$ cat src/verilog/bax_pkg.sv
package bax_pkg;

  // ==========================================================================
  // Opcode patterns.
  localparam logic [6:0]  BAX_PAT_SUBC_W = 7'h24;
  localparam logic [6:0]  BAX_PAT_SWAP_F = 7'h1d;
  localparam logic [6:0]  BAX_PAT_SWAP_W = 7'h1c;
  localparam logic [6:0]  BAX_PAT_TEST_F = 7'h11;
  localparam logic [6:0]  BAX_PAT_XOR_F  = 7'h0d;
  localparam logic [6:0]  BAX_PAT_XOR_W  = 7'h0c;
  localparam logic [7:0]  BAX_PAT_XOR_K  = 8'h7f;
  localparam int          BAX_PAT_LSB    = 9;
  localparam int          BAX_ADDR_W     = 9;

  // ==========================================================================
  // Register map of the control slave.
  localparam logic [11:0] BAX_OFF_CTRL   = 12'h000;
  localparam logic [11:0] BAX_OFF_STATE  = 12'h004;
  localparam logic [11:0] BAX_OFF_COUNT  = 12'h008;
  localparam int          BAX_CTRL_EN    = 0;
  localparam int          BAX_CTRL_TA    = 16;
  localparam int          BAX_STATE_C    = 8;
  localparam int          BAX_STATE_NB   = 9;
  localparam int          BAX_STATE_Z    = 10;
  localparam int          BAX_STATE_BUSY = 11;
  localparam logic        BAX_RST_EN     = 1'b1;
  localparam logic [8:0]  BAX_RST_TADDR  = 9'h001;
  localparam logic [7:0]  BAX_RST_ACC    = 8'h00;

  // ==========================================================================
  // Sequencer states and operation classes.
  typedef enum logic [2:0] {
    BAX_IDLE  = 3'h1,
    BAX_FETCH = 3'h2,
    BAX_EXEC  = 3'h4
  } bax_state_type;

  typedef enum logic [2:0] {
    BAX_OP_NONE   = 3'h0,
    BAX_OP_SUBC_W = 3'h1,
    BAX_OP_SWAP_F = 3'h2,
    BAX_OP_SWAP_W = 3'h3,
    BAX_OP_TEST_F = 3'h4,
    BAX_OP_XOR_F  = 3'h5,
    BAX_OP_XOR_W  = 3'h6,
    BAX_OP_XOR_K  = 3'h7
  } bax_op_type;

  // Maps an instruction word onto the operation class of this group.
  function automatic bax_op_type bax_decode(input logic [15:0] op);
    bax_op_type k;
    k = BAX_OP_NONE;
    if (op[15:8] == BAX_PAT_XOR_K) begin
      k = BAX_OP_XOR_K;
    end else if (op[15:BAX_PAT_LSB] == BAX_PAT_SUBC_W) begin
      k = BAX_OP_SUBC_W;
    end else if (op[15:BAX_PAT_LSB] == BAX_PAT_SWAP_F) begin
      k = BAX_OP_SWAP_F;
    end else if (op[15:BAX_PAT_LSB] == BAX_PAT_SWAP_W) begin
      k = BAX_OP_SWAP_W;
    end else if (op[15:BAX_PAT_LSB] == BAX_PAT_TEST_F) begin
      k = BAX_OP_TEST_F;
    end else if (op[15:BAX_PAT_LSB] == BAX_PAT_XOR_F) begin
      k = BAX_OP_XOR_F;
    end else if (op[15:BAX_PAT_LSB] == BAX_PAT_XOR_W) begin
      k = BAX_OP_XOR_W;
    end
    return k;
  endfunction

endpackage
$ cat src/verilog/bax_alu.sv
`timescale 1ns/100ps
`default_nettype none

module bax_alu
  import bax_pkg::*;
(
  input  wire bax_op_type op,
  input  wire logic [7:0] acc,
  input  wire logic [7:0] operand,
  input  wire logic [7:0] imm,
  input  wire logic       c_in,
  input  wire logic       nb_in,
  input  wire logic       z_in,
  output logic [7:0]      result,
  output logic            c_out,
  output logic            nb_out,
  output logic            z_out,
  output logic            wr_mem,
  output logic            wr_acc
);

  // ==========================================================================
  // Result steering and flag update.
  // Both subtractions run on zero-extended operands so the top bit is the borrow.
  always_comb begin
    logic [8:0] diff;
    logic [4:0] low;
    diff   = 9'h000;
    low    = 5'h00;
    result = operand;
    c_out  = c_in;
    nb_out = nb_in;
    z_out  = z_in;
    wr_mem = 1'b0;
    wr_acc = 1'b0;
    diff = {1'b0, operand} - {1'b0, acc} - {8'h00, ~c_in}; // RULE2
    low  = {1'b0, operand[3:0]} - {1'b0, acc[3:0]} - {4'h0, ~c_in};
    case (op)
      BAX_OP_SUBC_W: begin
        result = diff[7:0]; // RULE1
        wr_acc = 1'b1;
        c_out  = ~diff[8]; // RULE3
        nb_out = ~low[4]; // RULE4
        z_out  = (diff[7:0] == 8'h00); // RULE5
      end
      BAX_OP_SWAP_F: begin
        result = {operand[3:0], operand[7:4]}; // RULE6
        wr_mem = 1'b1;
      end
      BAX_OP_SWAP_W: begin
        result = {operand[3:0], operand[7:4]}; // RULE7
        wr_acc = 1'b1;
      end
      BAX_OP_TEST_F: begin
        result = operand; // RULE8
        wr_mem = 1'b1;
        z_out  = (operand == 8'h00);
      end
      BAX_OP_XOR_F: begin
        result = operand ^ acc; // RULE11
        wr_mem = 1'b1;
        z_out  = (result == 8'h00); // RULE14
      end
      BAX_OP_XOR_W: begin
        result = acc ^ operand; // RULE12
        wr_acc = 1'b1;
        z_out  = (result == 8'h00); // RULE14
      end
      BAX_OP_XOR_K: begin
        result = acc ^ imm; // RULE13
        wr_acc = 1'b1;
        z_out  = (result == 8'h00); // RULE14
      end
      default: begin
        result = operand;
      end
    endcase
  end

endmodule

`default_nettype wire

$ cat src/verilog/bax_core.sv
// Function
// [RULE1] Subtract-with-borrow: accumulator gets operand minus accumulator minus inverted borrow.
// [RULE2] Subtract-with-borrow treats both operands as unsigned bytes.
// [RULE3] Borrow flag clears on a negative difference, sets otherwise.
// [RULE4] Nibble-borrow flag clears on a borrow from bit 3 into bit 4.
// [RULE5] Zero flag sets when the subtraction result byte is zero.
// [RULE6] In-place nibble swap writes swapped byte back, flags untouched.
// [RULE7] Accumulator nibble swap loads swapped byte into accumulator, register kept.
// [RULE8] Register test writes value back unchanged and sets zero flag only.
// [RULE9] Testing the first timer count register clears that timer's prescaler.
// [RULE10] A test of the timer count blocks a coincident timer increment.
// [RULE11] Register XOR stores register XOR accumulator back into the register.
// [RULE12] Accumulator XOR puts accumulator XOR register into the accumulator.
// [RULE13] Immediate XOR combines accumulator with the low opcode byte.
// [RULE14] Every XOR form sets zero flag exactly when result is zero.
// [RULE15] Each instruction completes before the next one is accepted.
// [RULE16] The data address is taken from the nine low opcode bits.
`timescale 1ns/100ps
`default_nettype none

module bax_core
  import bax_pkg::*;
(
  input  wire logic        clk,
  input  wire logic        rst,
  input  wire logic        instr_valid,
  input  wire logic [15:0] opcode,
  output logic             instr_ready,
  output logic             instr_done,
  output logic             illegal_opcode,
  output logic [8:0]       mem_addr,
  output logic             mem_rd,
  input  wire logic [7:0]  register_operand,
  output logic             mem_we,
  output logic [7:0]       mem_wdata,
  output logic [7:0]       acc_out,
  output logic             borrow_flag,
  output logic             nibble_borrow_flag,
  output logic             zero_flag,
  output logic             tmr_prescaler_clear,
  output logic             tmr_count_hold,
  input  wire logic        psel,
  input  wire logic        penable,
  input  wire logic        pwrite,
  input  wire logic [11:0] paddr,
  input  wire logic [31:0] pwdata,
  output logic [31:0]      prdata,
  output logic             pready,
  output logic             pslverr
);

  // ==========================================================================
  // State of the whole block.
  typedef struct packed {
    bax_state_type st;
    bax_op_type    op;
    logic [8:0]    addr;
    logic [7:0]    imm;
    logic [7:0]    acc;
    logic          c;
    logic          nb;
    logic          z;
    logic          ready;
    logic          done;
    logic          bad_op;
    logic          mem_rd;
    logic          mem_we;
    logic [7:0]    wdata;
    logic          tmr_clr;
    logic          tmr_hold;
    logic          enable;
    logic [8:0]    tmr_addr;
    logic [15:0]   count;
    logic          pready;
    logic          pslverr;
    logic [31:0]   prdata;
  } bax_core_type;

  localparam bax_core_type BAX_CORE_RST = '{
    st: BAX_IDLE, op: BAX_OP_NONE, addr: 9'h000, imm: 8'h00,
    acc: BAX_RST_ACC, c: 1'b0, nb: 1'b0, z: 1'b0, ready: 1'b0,
    done: 1'b0, bad_op: 1'b0, mem_rd: 1'b0, mem_we: 1'b0,
    wdata: 8'h00, tmr_clr: 1'b0, tmr_hold: 1'b0, enable: BAX_RST_EN,
    tmr_addr: BAX_RST_TADDR, count: 16'h0000, pready: 1'b0,
    pslverr: 1'b0, prdata: 32'h0000_0000
  };

  bax_core_type s_q;
  bax_core_type s_d;

  logic [7:0] alu_result;
  logic       alu_c;
  logic       alu_nb;
  logic       alu_z;
  logic       alu_wr_mem;
  logic       alu_wr_acc;

  // ==========================================================================
  // Datapath.
  // The operand is sampled only in the execute cycle, so the ALU looks at it live.
  bax_alu u_alu (
    .op      (s_q.op),
    .acc     (s_q.acc),
    .operand (register_operand),
    .imm     (s_q.imm),
    .c_in    (s_q.c),
    .nb_in   (s_q.nb),
    .z_in    (s_q.z),
    .result  (alu_result),
    .c_out   (alu_c),
    .nb_out  (alu_nb),
    .z_out   (alu_z),
    .wr_mem  (alu_wr_mem),
    .wr_acc  (alu_wr_acc)
  );

  // ==========================================================================
  // Sequencer and register slave.
  always_comb begin
    logic access;
    access     = psel && penable;
    s_d        = s_q;
    s_d.done   = 1'b0;
    s_d.mem_rd = 1'b0;
    s_d.mem_we = 1'b0;
    s_d.tmr_clr  = 1'b0;
    s_d.tmr_hold = 1'b0;
    s_d.bad_op   = 1'b0;
    case (s_q.st)
      BAX_IDLE: begin
        s_d.ready = s_q.enable;
        if (instr_valid && s_q.ready) begin
          s_d.op     = bax_decode(opcode);
          s_d.addr   = opcode[BAX_ADDR_W-1:0]; // RULE16
          s_d.imm    = opcode[7:0];
          s_d.mem_rd = 1'b1;
          s_d.ready  = 1'b0;
          s_d.st     = BAX_FETCH;
        end
      end
      BAX_FETCH: begin
        s_d.st = BAX_EXEC;
      end
      BAX_EXEC: begin
        // Everything lands at one edge so the next instruction sees it all.
        s_d.st     = BAX_IDLE; // RULE15
        s_d.done   = 1'b1;
        s_d.bad_op = (s_q.op == BAX_OP_NONE);
        s_d.mem_we = alu_wr_mem;
        s_d.wdata  = alu_result;
        s_d.c      = alu_c;
        s_d.nb     = alu_nb;
        s_d.z      = alu_z;
        s_d.count  = s_q.count + 16'h0001;
        if (alu_wr_acc) begin
          s_d.acc = alu_result;
        end
        // Clear and hold go out together; the timer must drop any increment then.
        if (s_q.op == BAX_OP_TEST_F && s_q.addr == s_q.tmr_addr) begin
          s_d.tmr_clr  = 1'b1; // RULE9
          s_d.tmr_hold = 1'b1; // RULE10
        end
      end
      default: begin
        s_d.st = BAX_IDLE;
      end
    endcase
    // One wait state: the answer is prepared at the first access edge.
    s_d.pready = access && !s_q.pready;
    if (access && !s_q.pready) begin
      s_d.pslverr = 1'b0;
      s_d.prdata  = 32'h0000_0000;
      if (paddr == BAX_OFF_CTRL) begin
        s_d.prdata[BAX_CTRL_EN] = s_q.enable;
        s_d.prdata[BAX_CTRL_TA +: 9] = s_q.tmr_addr;
      end else if (paddr == BAX_OFF_STATE) begin
        s_d.prdata[7:0] = s_q.acc;
        s_d.prdata[BAX_STATE_C]    = s_q.c;
        s_d.prdata[BAX_STATE_NB]   = s_q.nb;
        s_d.prdata[BAX_STATE_Z]    = s_q.z;
        s_d.prdata[BAX_STATE_BUSY] = (s_q.st != BAX_IDLE);
      end else if (paddr == BAX_OFF_COUNT) begin
        s_d.prdata[15:0] = s_q.count;
      end else begin
        s_d.pslverr = 1'b1;
      end
    end
    // A write takes effect only at the edge where the master sees pready.
    if (access && s_q.pready && pwrite && paddr == BAX_OFF_CTRL) begin
      s_d.enable   = pwdata[BAX_CTRL_EN];
      s_d.tmr_addr = pwdata[BAX_CTRL_TA +: 9];
    end
  end

  always_ff @(posedge clk or posedge rst) begin
    if (rst) begin
      s_q <= BAX_CORE_RST;
    end else begin
      s_q <= s_d;
    end
  end

  // ==========================================================================
  // Outputs, all straight from the state register.
  assign instr_ready         = s_q.ready;
  assign instr_done          = s_q.done;
  assign illegal_opcode      = s_q.bad_op;
  assign mem_addr            = s_q.addr;
  assign mem_rd              = s_q.mem_rd;
  assign mem_we              = s_q.mem_we;
  assign mem_wdata           = s_q.wdata;
  assign acc_out             = s_q.acc;
  assign borrow_flag         = s_q.c;
  assign nibble_borrow_flag  = s_q.nb;
  assign zero_flag           = s_q.z;
  assign tmr_prescaler_clear = s_q.tmr_clr;
  assign tmr_count_hold      = s_q.tmr_hold;
  assign prdata              = s_q.prdata;
  assign pready              = s_q.pready;
  assign pslverr             = s_q.pslverr;
endmodule

`default_nettype wire

$ cat config.mk
export PLATFORM = sky130hd
export DESIGN_NAME = bax_core
export DESIGN_NICKNAME = d
export VERILOG_FILES = /design/src/verilog/bax_pkg.sv /design/src/verilog/bax_alu.sv /design/src/verilog/bax_core.sv
export SDC_FILE = /design/constraint.sdc
export NUM_CORES = 1
export LEC_CHECK = 0
export BUFFER_PORTS_ARGS = -buffer_cell sky130_fd_sc_hd__buf_2
export CAP_MARGIN = 20
export CORE_AREA = 2 2 104 106
export DETAILED_ROUTE_END_ITERATION = 8
export DIE_AREA = 0 0 106 108
export PLACE_DENSITY = 0.81
export SETUP_SLACK_MARGIN = 0.4
export SYNTH_ARGS = -nofsm -noshare
export SYNTH_HDL_FRONTEND = slang
export SYNTH_SLANG_ARGS = --single-unit
$ cat constraint.sdc
create_clock -name clk -period 5.65 [get_ports clk]
set_clock_uncertainty 0.2 [all_clocks]
set_input_delay 0.2825 -clock clk [delete_from_list [all_inputs] [get_ports clk]]
set_output_delay 0.2825 -clock clk [all_outputs]
set_load 0.02 [all_outputs]
Yosys cells after proc, flatten, opt, wreduce, memory -nomap -nowiden
Cells that the tools add are included.
{"block": "op_classes", "n_addsub": 5, "eq_ne": 22, "mux": 28, "n_bitwise": 5, "n_reduce_logical": 23}
{"op": "logical NOT 8 bit", "count": 4}
{"op": "one-hot mux 8 bit (4 select lines)", "count": 1}
{"op": "two-way mux 23 bit", "count": 1}
{"op": "equality test 7 x 5 -> 1 bit (second input constant)", "count": 3}
{"op": "two-way mux 3 bit", "count": 7}
{"op": "adder 16 x 1 -> 16 bit (second input constant)", "count": 1}
{"op": "two-way mux 16 bit", "count": 1}
{"op": "XOR 8 bit", "count": 2}
{"op": "equality test 3 bit (second input constant)", "count": 5}
{"op": "two-way mux 15 bit", "count": 1}
{"op": "equality test 7 x 4 -> 1 bit (second input constant)", "count": 2}
{"op": "equality test 12 x 3 -> 1 bit (second input constant)", "count": 1}
{"op": "equality test 12 x 4 -> 1 bit (second input constant)", "count": 1}
{"op": "logical NOT 12 bit", "count": 1}
{"op": "two-way mux 12 bit", "count": 1}
{"op": "two-way mux 11 bit", "count": 1}
{"op": "equality test 3 x 2 -> 1 bit (second input constant)", "count": 3}
{"op": "equality test 9 bit", "count": 1}
{"op": "two-way mux 1 bit", "count": 9}
{"op": "two-way mux 9 bit", "count": 1}
{"op": "subtractor 8 x 8 -> 9 bit", "count": 1}
{"op": "subtractor 9 x 1 -> 9 bit", "count": 1}
{"op": "equality test 8 x 7 -> 1 bit (second input constant)", "count": 1}
{"op": "AND reduction 2 bit", "count": 4}
{"op": "other kinds (18)", "count": 29}
{"block": "totals", "reg_bits": 102, "input_bits": 74, "output_inout_bits": 69, "elab_cells": 105}

Longest topological paths before layout
Gate-level depths: netlist of the first run.
{"block": "depth", "ltp_word": 10, "depth_mapped": 10, "ltp_nobuf": 9}

By module
From an unflattened synthesis of the first run, not the netlist that was laid out.
{"block": "unflattened", "hier_cells": 546, "hier_area_um2": 5579.1}
{"mod": "bax_core", "n_inst": 1, "cells_each": 374, "area_each_um2": 4380.5, "seq_area_each_um2": 2331.0}
{"mod": "bax_alu", "n_inst": 1, "cells_each": 172, "area_each_um2": 1198.6, "seq_area_each_um2": 0.0}

Least setup slack after synthesis of the first run
No wires, ideal clock.
{"block": "synth_path", "path_type": "input -> register", "from": "input register_operand[0]", "to": "register s_q (netlist bit zero_flag)", "setup_time_ns": 0.110, "arrival_time_ns": 2.470, "required_ns": 5.340, "setup_slack_ns": 2.870, "path_stages": 9, "n_path_buf": 1, "path_cell_list": "clkbuf_1 -> inv_1 -> fa_1 -> fa_1 -> a21boi_0 -> o22ai_1 -> xor2_1 -> nand4b_1 -> o41ai_1"}
{"block": "synth_via", "elab_chain_cells": 4, "elab_cells_between_ends": 7, "cone_classes": "2 x add/sub; 1 x mux; 1 x bitwise; 3 x reduce/logical"}
{"element": "start: declaration", "line_no": "bax_core.sv:33", "text": "input wire logic [7:0] register_operand,"}
{"element": "subtractor 8 x 8 -> 9 bit", "line_no": "bax_alu.sv:36", "text": "diff = {1'b0, operand} - {1'b0, acc} - {8'h00, ~c_in};"}
{"element": "subtractor 9 x 1 -> 9 bit", "line_no": "bax_alu.sv:36"}
{"element": "logical NOT 8 bit", "line_no": "bax_alu.sv:44", "text": "z_out = (diff[7:0] == 8'h00);"}
{"element": "one-hot mux 1 bit (4 select lines) (*)", "line_no": "bax_alu.sv:38", "text": "case (op)"}
{"element": "end signal: assignment", "line_no": "bax_core.sv:197", "text": "s_q <= BAX_CORE_RST;"}
{"element": "end signal: assignment", "line_no": "bax_core.sv:199", "text": "s_q <= s_d;"}
{"element": "end: declaration", "line_no": "bax_core.sv:88", "text": "bax_core_type s_q;"}
Every way passes the cells marked *; elsewhere a longest branch is shown, timed or not.
A chain may end at the register's enable or synchronous reset.

Worst setup path after layout of the first run
{"block": "layout_path", "from": "register s_q (netlist bit acc_out[0])", "to": "register s_q (netlist bit zero_flag)"}
{"block": "layout_via", "elab_chain_cells": 4, "elab_cells_between_ends": 8, "cone_classes": "2 x add/sub; 1 x mux; 2 x bitwise; 3 x reduce/logical"}
{"element": "subtractor 8 x 8 -> 9 bit", "line_no": "bax_alu.sv:36"}
{"element": "subtractor 9 x 1 -> 9 bit", "line_no": "bax_alu.sv:36"}
{"element": "logical NOT 8 bit", "line_no": "bax_alu.sv:44"}
{"element": "one-hot mux 1 bit (4 select lines) (*)", "line_no": "bax_alu.sv:38"}
Marks and branches as above.

==> results of run 1 <==
[through the flow]
stage          setup slack (ps)  power (µW)  cells  hold WS [ps]  util (%)
4_1_cts                    2440        1350    778          56.6      60.3
3_3_place_gp               2580         894    741           224      56.3
2_1_floorplan              2750         843    569           230         -
5_1_grt                    2310        1410    779          62.1      60.4
3_5_place_dp               2450         898    741           221      56.3
6_report                   2430        1350    779          65.1      60.4
[cell type report]
type | count | area, µm² | share of cell area (%)
inverters | 38 | 144 | 2.33
clock buffers | 9 | 124 | 2.00
multi-input cells | 357 | 2520 | 40.8
flip-flops and latches | 93 | 2330 | 37.7
clock inverters | 7 | 73.8 | 1.19
well taps | 136 | 170 | 2.75
repair buffers | 139 | 813 | 13.2
[cell families after synthesis]
family                   share of synthesized area [%]
AO/OA/AOI/OAI                                     13.6
XOR/XNOR                                          6.52
other                                           0.0681
adder cells (fa/ha/maj)                           4.14
AND/OR/NAND/NOR                                   14.9
flip-flops                                        42.4
buffers and inverters                             12.2
multiplexers                                      6.11
[worst max-delay path by stage]
stage / start / end / slack [ps] / depth (start not counted)
5_1_grt: acc_out[0] / zero_flag / 2310 / 7
3_3_place_gp: register_operand[0] / zero_flag / 2580 / 9
4_1_cts: acc_out[0] / zero_flag / 2440 / 7
6_report: acc_out[0] / zero_flag / 2430 / 7
3_5_place_dp: register_operand[0] / zero_flag / 2450 / 9
2_1_floorplan: rst / acc_out[0] / 2750 / 1
[worst min-delay path: stages]
cell and delay, ps:
buf_2 100, nor4_1 50, o22a_1 160
[sequential cells by signal, indices dropped and copies added (netlist names)]
signal	cells
pready	1
illegal_opcode	1
zero_flag	1
mem_wdata	8
mem_we	1
nibble_borrow_flag	1
instr_done	1
tmr_prescaler_clear	1
s_q	32
mem_rd	1
instr_ready	1
mem_addr	9
pslverr	1
prdata	25
acc_out	8
borrow_flag	1
[layout by cell type, fill, tap and decap left out, drive strengths merged, types with 6 or more instances in the layout]
| cell | count |
|---|---|
| a21oi | 10 |
| a222oi | 9 |
| a22o | 13 |
| and3 | 6 |
| buf | 118 |
| clkbuf | 9 |
| clkinv | 6 |
| conb | 7 |
| dfrtp | 90 |
| dlygate4sd3 | 21 |
| ha | 15 |
| inv | 38 |
| mux2 | 23 |
| nand2 | 49 |
| nand3 | 12 |
| nand4 | 14 |
| nor2 | 32 |
| nor2b | 8 |
| nor3 | 8 |
| nor4 | 9 |
| o21ai | 19 |
| o22ai | 9 |
| o31ai | 7 |
| xnor2 | 27 |
| xor2 | 14 |
[routing by layer]
| metal | share of wire [%] | vias up |
|---|---|---|
| li1 | - | 2070 |
| met1 | 44 | 2183 |
| met2 | 48 | 175 |
| met3 | 5.6 | 32 |
| met4 | 2.6 | 0 |
| met5 | 0 | - |
[power by group through the flow]
stage	registers, µW	clock network [µW]	logic (µW)
detailed placement	705	0	193
global placement	705	0	190
finish	693	454	207
global route	694	488	228
CTS	692	458	205
floorplan	696	0	147
==> reports/metrics.csv, run 1 <==
metric;value;unit
grt_use_met3;4.82;%
syn_inst;563;
period_share;56.9;%
ys_types;61;
fp.dieW;106;µm
maxClockFrequency;311;MHz
use_met1;33.0;%
worst-path-max-fanout;8;
ctsHoldBuffers;21;
cellPowerDensity;219;nW/µm²
power.leakage;0.00315;µW
die_area;11400;µm²
p_seq_share;51.2;%
dpl_cell_area;5760;µm²
rr_worst_depth;7;
hold_path_end;s_q[105];
swShare;28.5;%
syn_area;5500;µm²
routedWlPerCell;17.8;µm
clkPwrFrac;33.6;%
final.setup.tns;0;ps
cts.clk_slew.worst_paths;100;ps
cp-start-kind;flop;
period_minus_slack;3220;ps
critPathMostFrequentCell;fa_1;
min_path_type;in -> reg;
synthTopCellsByArea;dfrtp_1, buf_4, xnor2_1;
grt_pass1_wl;22300;µm
io_buffers;113;
area_growth_syn_to_layout;12.3;%
synth_most_common_cell;dfrtp_1;
reg2reg_from;acc_out[0];
cts.sinks;93;
ys_ff_latch;93;
crit_slowest_cell;dfrtp_1;
clock_latency;370;ps
ant_nets;0;
dp_hpwl;10000;µm
ys_seq_area_share;42.4;%
via_per_inst;5.73;
yosysWarnings;0;
ios;143;
combPwrFrac;15.3;%
grt_setup_unrepaired;false;
ir_worst_vdd;0.000162;V
drive_above_1_share;26.3;%
cp.arrival;3240;ps
diodes;0;
grt_start_max_net_pins;50;
slew_violations;0;
clk_path_buf_depth;2;
required;5680;ps
switchingPower;386;µW
drt_iter0_markers;369;
fillers;844;
vias;4460;
synth.avg_cell_area;9.78;µm²
slew_headroom;38.9;%
cts.repair.resized;0;
top_usage_layer;met2;
status;complete, no violations;
path_class;reg -> reg;
hold_path_depth;3;
core_area;10200;µm²
synthArstFlopShare;100;%
crit_family;compound AO/OA/AOI/OAI gates;
remaining_drc_errors;0;
design_area;6180;µm²
cts.htree.levels;3;
antenna_found_initial;0;
reg2reg_slack;2430;ps
die_h;108;µm
p_int;968;µW
grt_pass1_vias;4332;
initial_core_util;53.8;%
hp-start;opcode[15];
cp_cell_sequence;fa_1 > fa_1 > a21boi_0 > o22ai_1 > xor2_1 > nand4b_1 > o41ai_1;
clock-root-buffer;clkbuf_8;
synth_top_cell_by_area;dfrtp_1;
routabilityCongestion;0.911;
rr_endpoint;zero_flag;
routed_wirelength;13900;µm
cts_tree;yes;
layout.nets;729;
cp_num_buf_inv;0;
synthDominantCellAreaShare;40.9;%
cap_violations;0;
ys.flop_type;dfrtp_1;
use_met2;41.4;%
post-cts-setup-buffer-count;0;
grt_usage;25.0;%
critPathMaxStageDelay;530;ps
cts_buffers;9;
endpoint_kind;flop;
grt_overflow;0;
worst_slew_pin_slew;909;ps
synth_edf_count;0;
synthTopCellsByCount;dfrtp_1, buf_4, nand2_1, inv_1, nor2_1;
rows;37;
dr.pass1.iters;8;
finalSetupViolations;0;
finalHoldViolations;0;
Note: power is estimated with default switching activity, not from simulation.
==> inputs of run 2 (changes only) <==
--- a/config.mk
+++ b/config.mk
@@ -7,10 +7,10 @@
 export LEC_CHECK = 0
 export BUFFER_PORTS_ARGS = -buffer_cell sky130_fd_sc_hd__buf_2
 export CAP_MARGIN = 20
-export CORE_AREA = 2 2 104 106
+export CORE_AREA = 2 2 111 113
 export DETAILED_ROUTE_END_ITERATION = 8
-export DIE_AREA = 0 0 106 108
-export PLACE_DENSITY = 0.81
+export DIE_AREA = 0 0 113 115
+export PLACE_DENSITY = 0.75
 export SETUP_SLACK_MARGIN = 0.4
 export SYNTH_ARGS = -nofsm -noshare
 export SYNTH_HDL_FRONTEND = slang
==> constraint.sdc (replaced) <==
create_clock -name clk -period 2.7 [get_ports clk]
set_clock_uncertainty 0.2 [all_clocks]
set_input_delay 0.135 -clock clk [delete_from_list [all_inputs] [get_ports clk]]
set_output_delay 0.135 -clock clk [all_outputs]
set_load 0.02 [all_outputs]
==> run 2 against run 1 <==
Effect of this change:
- the flow now finishes with violations (design-rule violations)
- clock power grew to 3.0 times the previous value
- utilization decreased by 1.4 points
- die area is 14% higher
- count of clock-buffer cells in the layout is 2 higher
- routed wire length is 11% higher
- critical path depth is 2 higher
- sequential share of layout area shrank 4.2 points
- final cell count up 6.3%
- register-to-register slack lost 2200 ps
- power up 150%
- largest cell class unchanged
==> reports/metrics.csv, run 2 (synthesis results as in run 1) <==
metric;value;unit;change
failed_checks;design-rule violations;;
cts_tree;yes;;
cellPowerDensity;484;nW/µm²;+120%
slew_headroom;54.7;%;+16 points
initial_core_util;46.6;%;-7.2 points
crit_family;adder cells;;
grt_usage;23.4;%;-1.6 points
cp_cell_sequence;inv_2 > fa_2 > fa_2 > a21boi_4 > buf_4 > o22a_1 > nand2_2 > a31oi_4 > mux2_2;;
clk_path_buf_depth;2;;unchanged
mostFrequentLayoutCell;buf_2;;
clock-root-buffer;clkbuf_16;;
cp.arrival;2590;ps;-650 ps
area_growth_syn_to_layout;26.6;%;
clock_latency;340;ps;-30 ps
fin_hold_ws;16.7;ps;-48.5 ps
min_path_type;in -> reg;;
final.setup.tns;0;ps;unchanged
cts.clk_slew.worst_paths;70;ps;-30 ps
endpoint_kind;flop;;
status;finished, violations left;;
rows;40;;+8.1%
cp-start-kind;flop;;
layout_common_cells;buf_2, dfrtp_1, nand2_1;;
ir_worst_vdd;0.000293;V;+81%
routedWlPerCell;18.6;µm;+4.7%
io_buffers;113;;unchanged
pre_cts_ws;131;ps;-2320 ps
regArea;2330;µm²;+0.16%
via_per_inst;5.62;;-1.8%
cts_buffers;9;;unchanged
critPathMaxStageDelay;410;ps;-120 ps
diodes;0;;unchanged
core_area;11800;µm²;+15%
routabilityCongestion;0.947;;+4.0%
die_h;115;µm;+6.5%
power.leakage;0.00343;µW;+8.8%
dp_hpwl;11000;µm;+9.6%
fp.dieW;113;µm;+6.6%
layout.nets;767;;+5.2%
grt_start_max_net_pins;94;;+88%
largest_reg_flops;32;;unchanged
grt_pass1_vias;4660;;+7.6%
fillers;1021;;+21%
grt_setup_unrepaired;true;;
slew_violations;0;;unchanged
drive_above_1_share;35.8;%;+9.5 points
antenna_found_initial;0;;unchanged
ant_nets;0;;unchanged
ios;143;;unchanged
critPathMostFrequentCell;fa_2;;
die_area;13000;µm²;+14%
period_share;92.9;%;+36 points
cap_violations;0;;unchanged
routed_wirelength;15400;µm;+11%
cp_num_buf_inv;2;;+2
path_class;reg -> reg;;
setup_slack;192;ps;-2240 ps
vias;4657;;+4.4%
finalSetupViolations;0;;unchanged
drt_iter0_markers;387;;+4.9%
power;3370;µW;+150%
multiInputGateArea;2850;µm²;+13%
finalHoldViolations;0;;unchanged
period_minus_slack;2510;ps;-708 ps
worst-path-max-fanout;3;;-5
grt_pass1_wl;24000;µm;+7.6%
dr.pass1.iters;7;;-1
required;2790;ps;-2890 ps
worst_slew_pin_slew;677;ps;-232 ps
maxClockFrequency;399;MHz;+28%
remaining_drc_errors;7;;+7
crit_slowest_cell;fa_2;;
cts.sinks;93;;unchanged
top_register;s_q;;
grt_overflow;0;;unchanged
cts.htree.levels;3;;unchanged
-- run 2: cell count changes in the layout (fill, tap and decap cells not counted), moves of 3 or more --
cell and delta:
o22ai_1 -5, dfrtp_1 -3, clkinv_2 -4, buf_4 +28
dlygate4sd3_1 +9, o21ai_1 +5, clkbuf_16 +9, o22ai_2 +4
o21ai_0 -6, clkbuf_8 -7, ha_4 +11, ha_1 -12
dfrtp_2 +3, a21oi_1 -3
-- run 2: per-layer routing --
layer / vias to the layer above / part of all wire (%) / routed length [µm] / GRT usage, %
met5: - / 0 / 0 / 0
met3: 30 / 4.4 / 685 / 4.01
met2: 151 / 50 / 7750 / 41.3
met1: 2331 / 43 / 6630 / 29.9
met4: 0 / 2.3 / 347 / 6.59
li1: 2145 / - / - / -
-- run 2: layout make-up --
| class | count | area share, % |
|---|---|---|
| clock buffer | 11 | 3.63 |
| multi-input combinational | 357 | 40.9 |
| tap | 147 | 2.64 |
| sequential | 93 | 33.5 |
| inverter | 38 | 2.10 |
| timing repair buffer | 177 | 16.3 |
| clock inverter | 5 | 0.952 |
-- run 2: tightest hold or removal path, delay by kind of cell --
family          cells  cell delay (ps)
buf+inv             1              110
compound gates      1              120
simple gates        1              150
-- run 2: what timing repair did --
action / in CTS / in global routing
hold buffers: 30 / 0
hold endpoints to repair: 119 / 0
cloned: 0 / 0
pin swaps: 16 / 12
setup endpoints to repair: 18 / 18
buffers inserted: 8 / 2
resized for setup: 20 / 33
-- run 2: per-stage QoR --
step                std cells  utilization [%]  instance area (µm²)
finish                    828             59.0                 6970
global route              828             59.0                 6970
CTS                       826             57.2                 6750
detailed placement        772             50.6                 5970
global placement          772             50.6                 5970
floorplan                 569                -                 5560
-- run 2: report_power, final --
part           internal, µW  leakage [µW]  switching, µW  total (µW)
combinational           267       0.00208            325         592
sequential             1410       0.00120           30.4        1440
clock                   780      0.000154            559        1340
-- run 2: final timing paths --
kind	from	endpoint	slack [ps]	depth (start not counted)
setup / recovery	borrow_flag	acc_out[4]	190	9
hold / removal	opcode[11]	s_q[103]	20	3
setup reg to reg	borrow_flag	acc_out[4]	190	9
hold reg to reg	s_q[108]	s_q[108]	270	1
max in group asynchronous	rst	acc_out[0]	1630	4
min in group asynchronous	rst	s_q[46]	280	4
==> inputs of run 3 (changes only) <==
--- a/config.mk
+++ b/config.mk
@@ -10,6 +10,7 @@
 export CORE_AREA = 2 2 111 113
 export DETAILED_ROUTE_END_ITERATION = 8
 export DIE_AREA = 0 0 113 115
+export HOLD_SLACK_MARGIN = 0.03
 export PLACE_DENSITY = 0.75
 export SETUP_SLACK_MARGIN = 0.4
 export SYNTH_ARGS = -nofsm -noshare
==> run 3 against run 2 <==
Effect of this change:
- hold slack better by 38 ps
- critical path depth is 1 lower
- fmax shrank 0.19%
- power is essentially flat
- clock power about the same
- worst setup slack worse by 4.8 ps
- routed wire length hardly changed
- the run still ends with design-rule violations left
- flip-flop and latch count unchanged
- non-clock buffer count is 1 higher
- die area stayed put
- global-route usage increased by 0.079 points
- highest routed layer unchanged
==> reports/metrics.csv, run 3 (synthesis results as in run 1) <==
metric;value;unit;change
path_class;reg -> reg;;
grt_pass1_wl;24000;µm;+0.32%
routed_wirelength;15400;µm;about the same
cts.sinks;93;;unchanged
cp_num_buf_inv;1;;-1
clock-root-buffer;clkbuf_16;;
required;2750;ps;-40 ps
dp_hpwl;11000;µm;unchanged
slew_headroom;55.5;%;+0.78 points
critPathMaxStageDelay;410;ps;about the same
cts_buffers;9;;unchanged
slew_violations;0;;unchanged
cp-start-kind;flop;;
crit_slowest_cell;fa_2;;
period_share;93.0;%;+0.18 points
layout.nets;768;;+0.13%
cap_violations;0;;unchanged
worst-path-max-fanout;3;;unchanged
cts_tree;yes;;
failed_checks;design-rule violations;;
cellPowerDensity;483;nW/µm²;-0.16%
crit_family;compound AO/OA/AOI/OAI gates;;
core_area;11800;µm²;unchanged
maxClockFrequency;398;MHz;-0.19%
mostFrequentLayoutCell;buf_2;;
min_path_type;in -> reg;;
initial_core_util;46.6;%;unchanged
ir_worst_vdd;0.000294;V;+0.11%
switchingPower;913;µW;-0.17%
worst_slew_pin_slew;665;ps;-11.7 ps
rows;40;;unchanged
cts.clk_slew.worst_paths;70;ps;about the same
period_minus_slack;2510;ps;+4.79 ps
swShare;27.1;%;-0.041 points
ios;143;;unchanged
hold_path_depth;3;;unchanged
grt_usage;23.5;%;+0.079 points
diodes;0;;unchanged
finalSetupViolations;0;;unchanged
routedWlPerCell;18.6;µm;-0.13%
drt_iter0_markers;426;;+10%
drive_above_1_share;35.8;%;-0.053 points
dr.pass1.iters;7;;unchanged
final.setup.tns;0;ps;unchanged
io_buffers;113;;unchanged
largest_reg_flops;32;;unchanged
ant_nets;0;;unchanged
die_h;115;µm;unchanged
layout_common_cells;buf_2, dfrtp_1, nand2_1;;
cp_cell_sequence;inv_2 > fa_2 > fa_2 > a21boi_4 > o22ai_4 > xor2_2 > o31a_1 > o31ai_1;;
rr_worst_depth;8;;-1
top_register;s_q;;
cp.depth;8;;-1
power.leakage;0.00344;µW;+0.12%
die_area;13000;µm²;unchanged
status;finished, violations left;;
grt_pass1_vias;4673;;+0.28%
remaining_drc_errors;7;;unchanged
reg2reg_slack;190;ps;about the same
clk_path_buf_depth;2;;unchanged
grt_start_max_net_pins;94;;unchanged
grt_setup_unrepaired;true;;
clock_latency;340;ps;about the same
critPathMostFrequentCell;fa_2;;
fp.dieW;113;µm;unchanged
combPwrFrac;17.6;%;about the same
p_seq_share;42.8;%;about the same
grt_overflow;0;;unchanged
power;3370;µW;about the same
endpoint_kind;flop;;
clkPwrFrac;39.6;%;about the same
routabilityCongestion;0.947;;unchanged
vias;4676;;+0.41%
cts.htree.levels;3;;unchanged
cp.arrival;2560;ps;-30 ps
antenna_found_initial;0;;unchanged
area_growth_syn_to_layout;26.8;%;
p_int;2460;µW;about the same
via_per_inst;5.64;;+0.29%
finalHoldViolations;0;;unchanged
-- run 3: worst min-delay path: stages --
cell,delay [ps]
buf_2,150
nor3_1,90
nor3_1,170
-- run 3: path summary, 6_finish.rpt --
check | from | end
setup / recovery | borrow_flag | mem_wdata[6]
hold / removal | register_operand[7] | mem_wdata[7]
setup reg to reg | borrow_flag | mem_wdata[6]
max in group asynchronous | rst | acc_out[0]
hold reg to reg | s_q[108] | s_q[108]
min in group asynchronous | rst | s_q[46]
-- run 3: final cells by class --
cell class	instances	area [µm²]
fill	1019	4830
multi-input combinational	357	2850
sequential	93	2330
timing repair buffer	178	1140
clock buffer	11	253
tap	147	184
inverter	38	146
clock inverter	5	66.3
-- run 3: power by group through the flow --
stage | Sequential (µW) | Combinational, µW | Clock [µW]
floorplan | 1460 | 313 | 0
global placement | 1470 | 438 | 0
detailed placement | 1470 | 447 | 0
CTS | 1440 | 526 | 1360
global route | 1440 | 641 | 1420
finish | 1440 | 594 | 1340
-- run 3: routing by layer --
| metal | part of all wire (%) | GRT usage [%] | wire [µm] |
|---|---|---|---|
| met4 | 2.3 | 6.59 | 347 |
| met1 | 42 | 29.9 | 6510 |
| met5 | 0 | 0 | 0 |
| met2 | 51 | 41.6 | 7790 |
| met3 | 4.9 | 4.01 | 761 |
-- run 3: stage by stage --
stage	area (µm²)	util, %	hold slack (ps)	setup slack [ps]	instances
after global placement	5970	50.6	111	196	772
after CTS	6760	57.3	39.6	215	827
after global routing	6980	59.1	72.1	94.4	829
after floorplan	5560	-	82.7	320	569
after detailed placement	5970	50.6	119	131	772
final	6980	59.1	54.9	188	829
-- run 3: what timing repair did --
item,in CTS,in global routing
buffers inserted,8,2
endpoints found under the hold margin,120,0
hold buffers,31,0
gates resized for setup,20,33
pin swaps,16,12
setup endpoints to repair,18,18
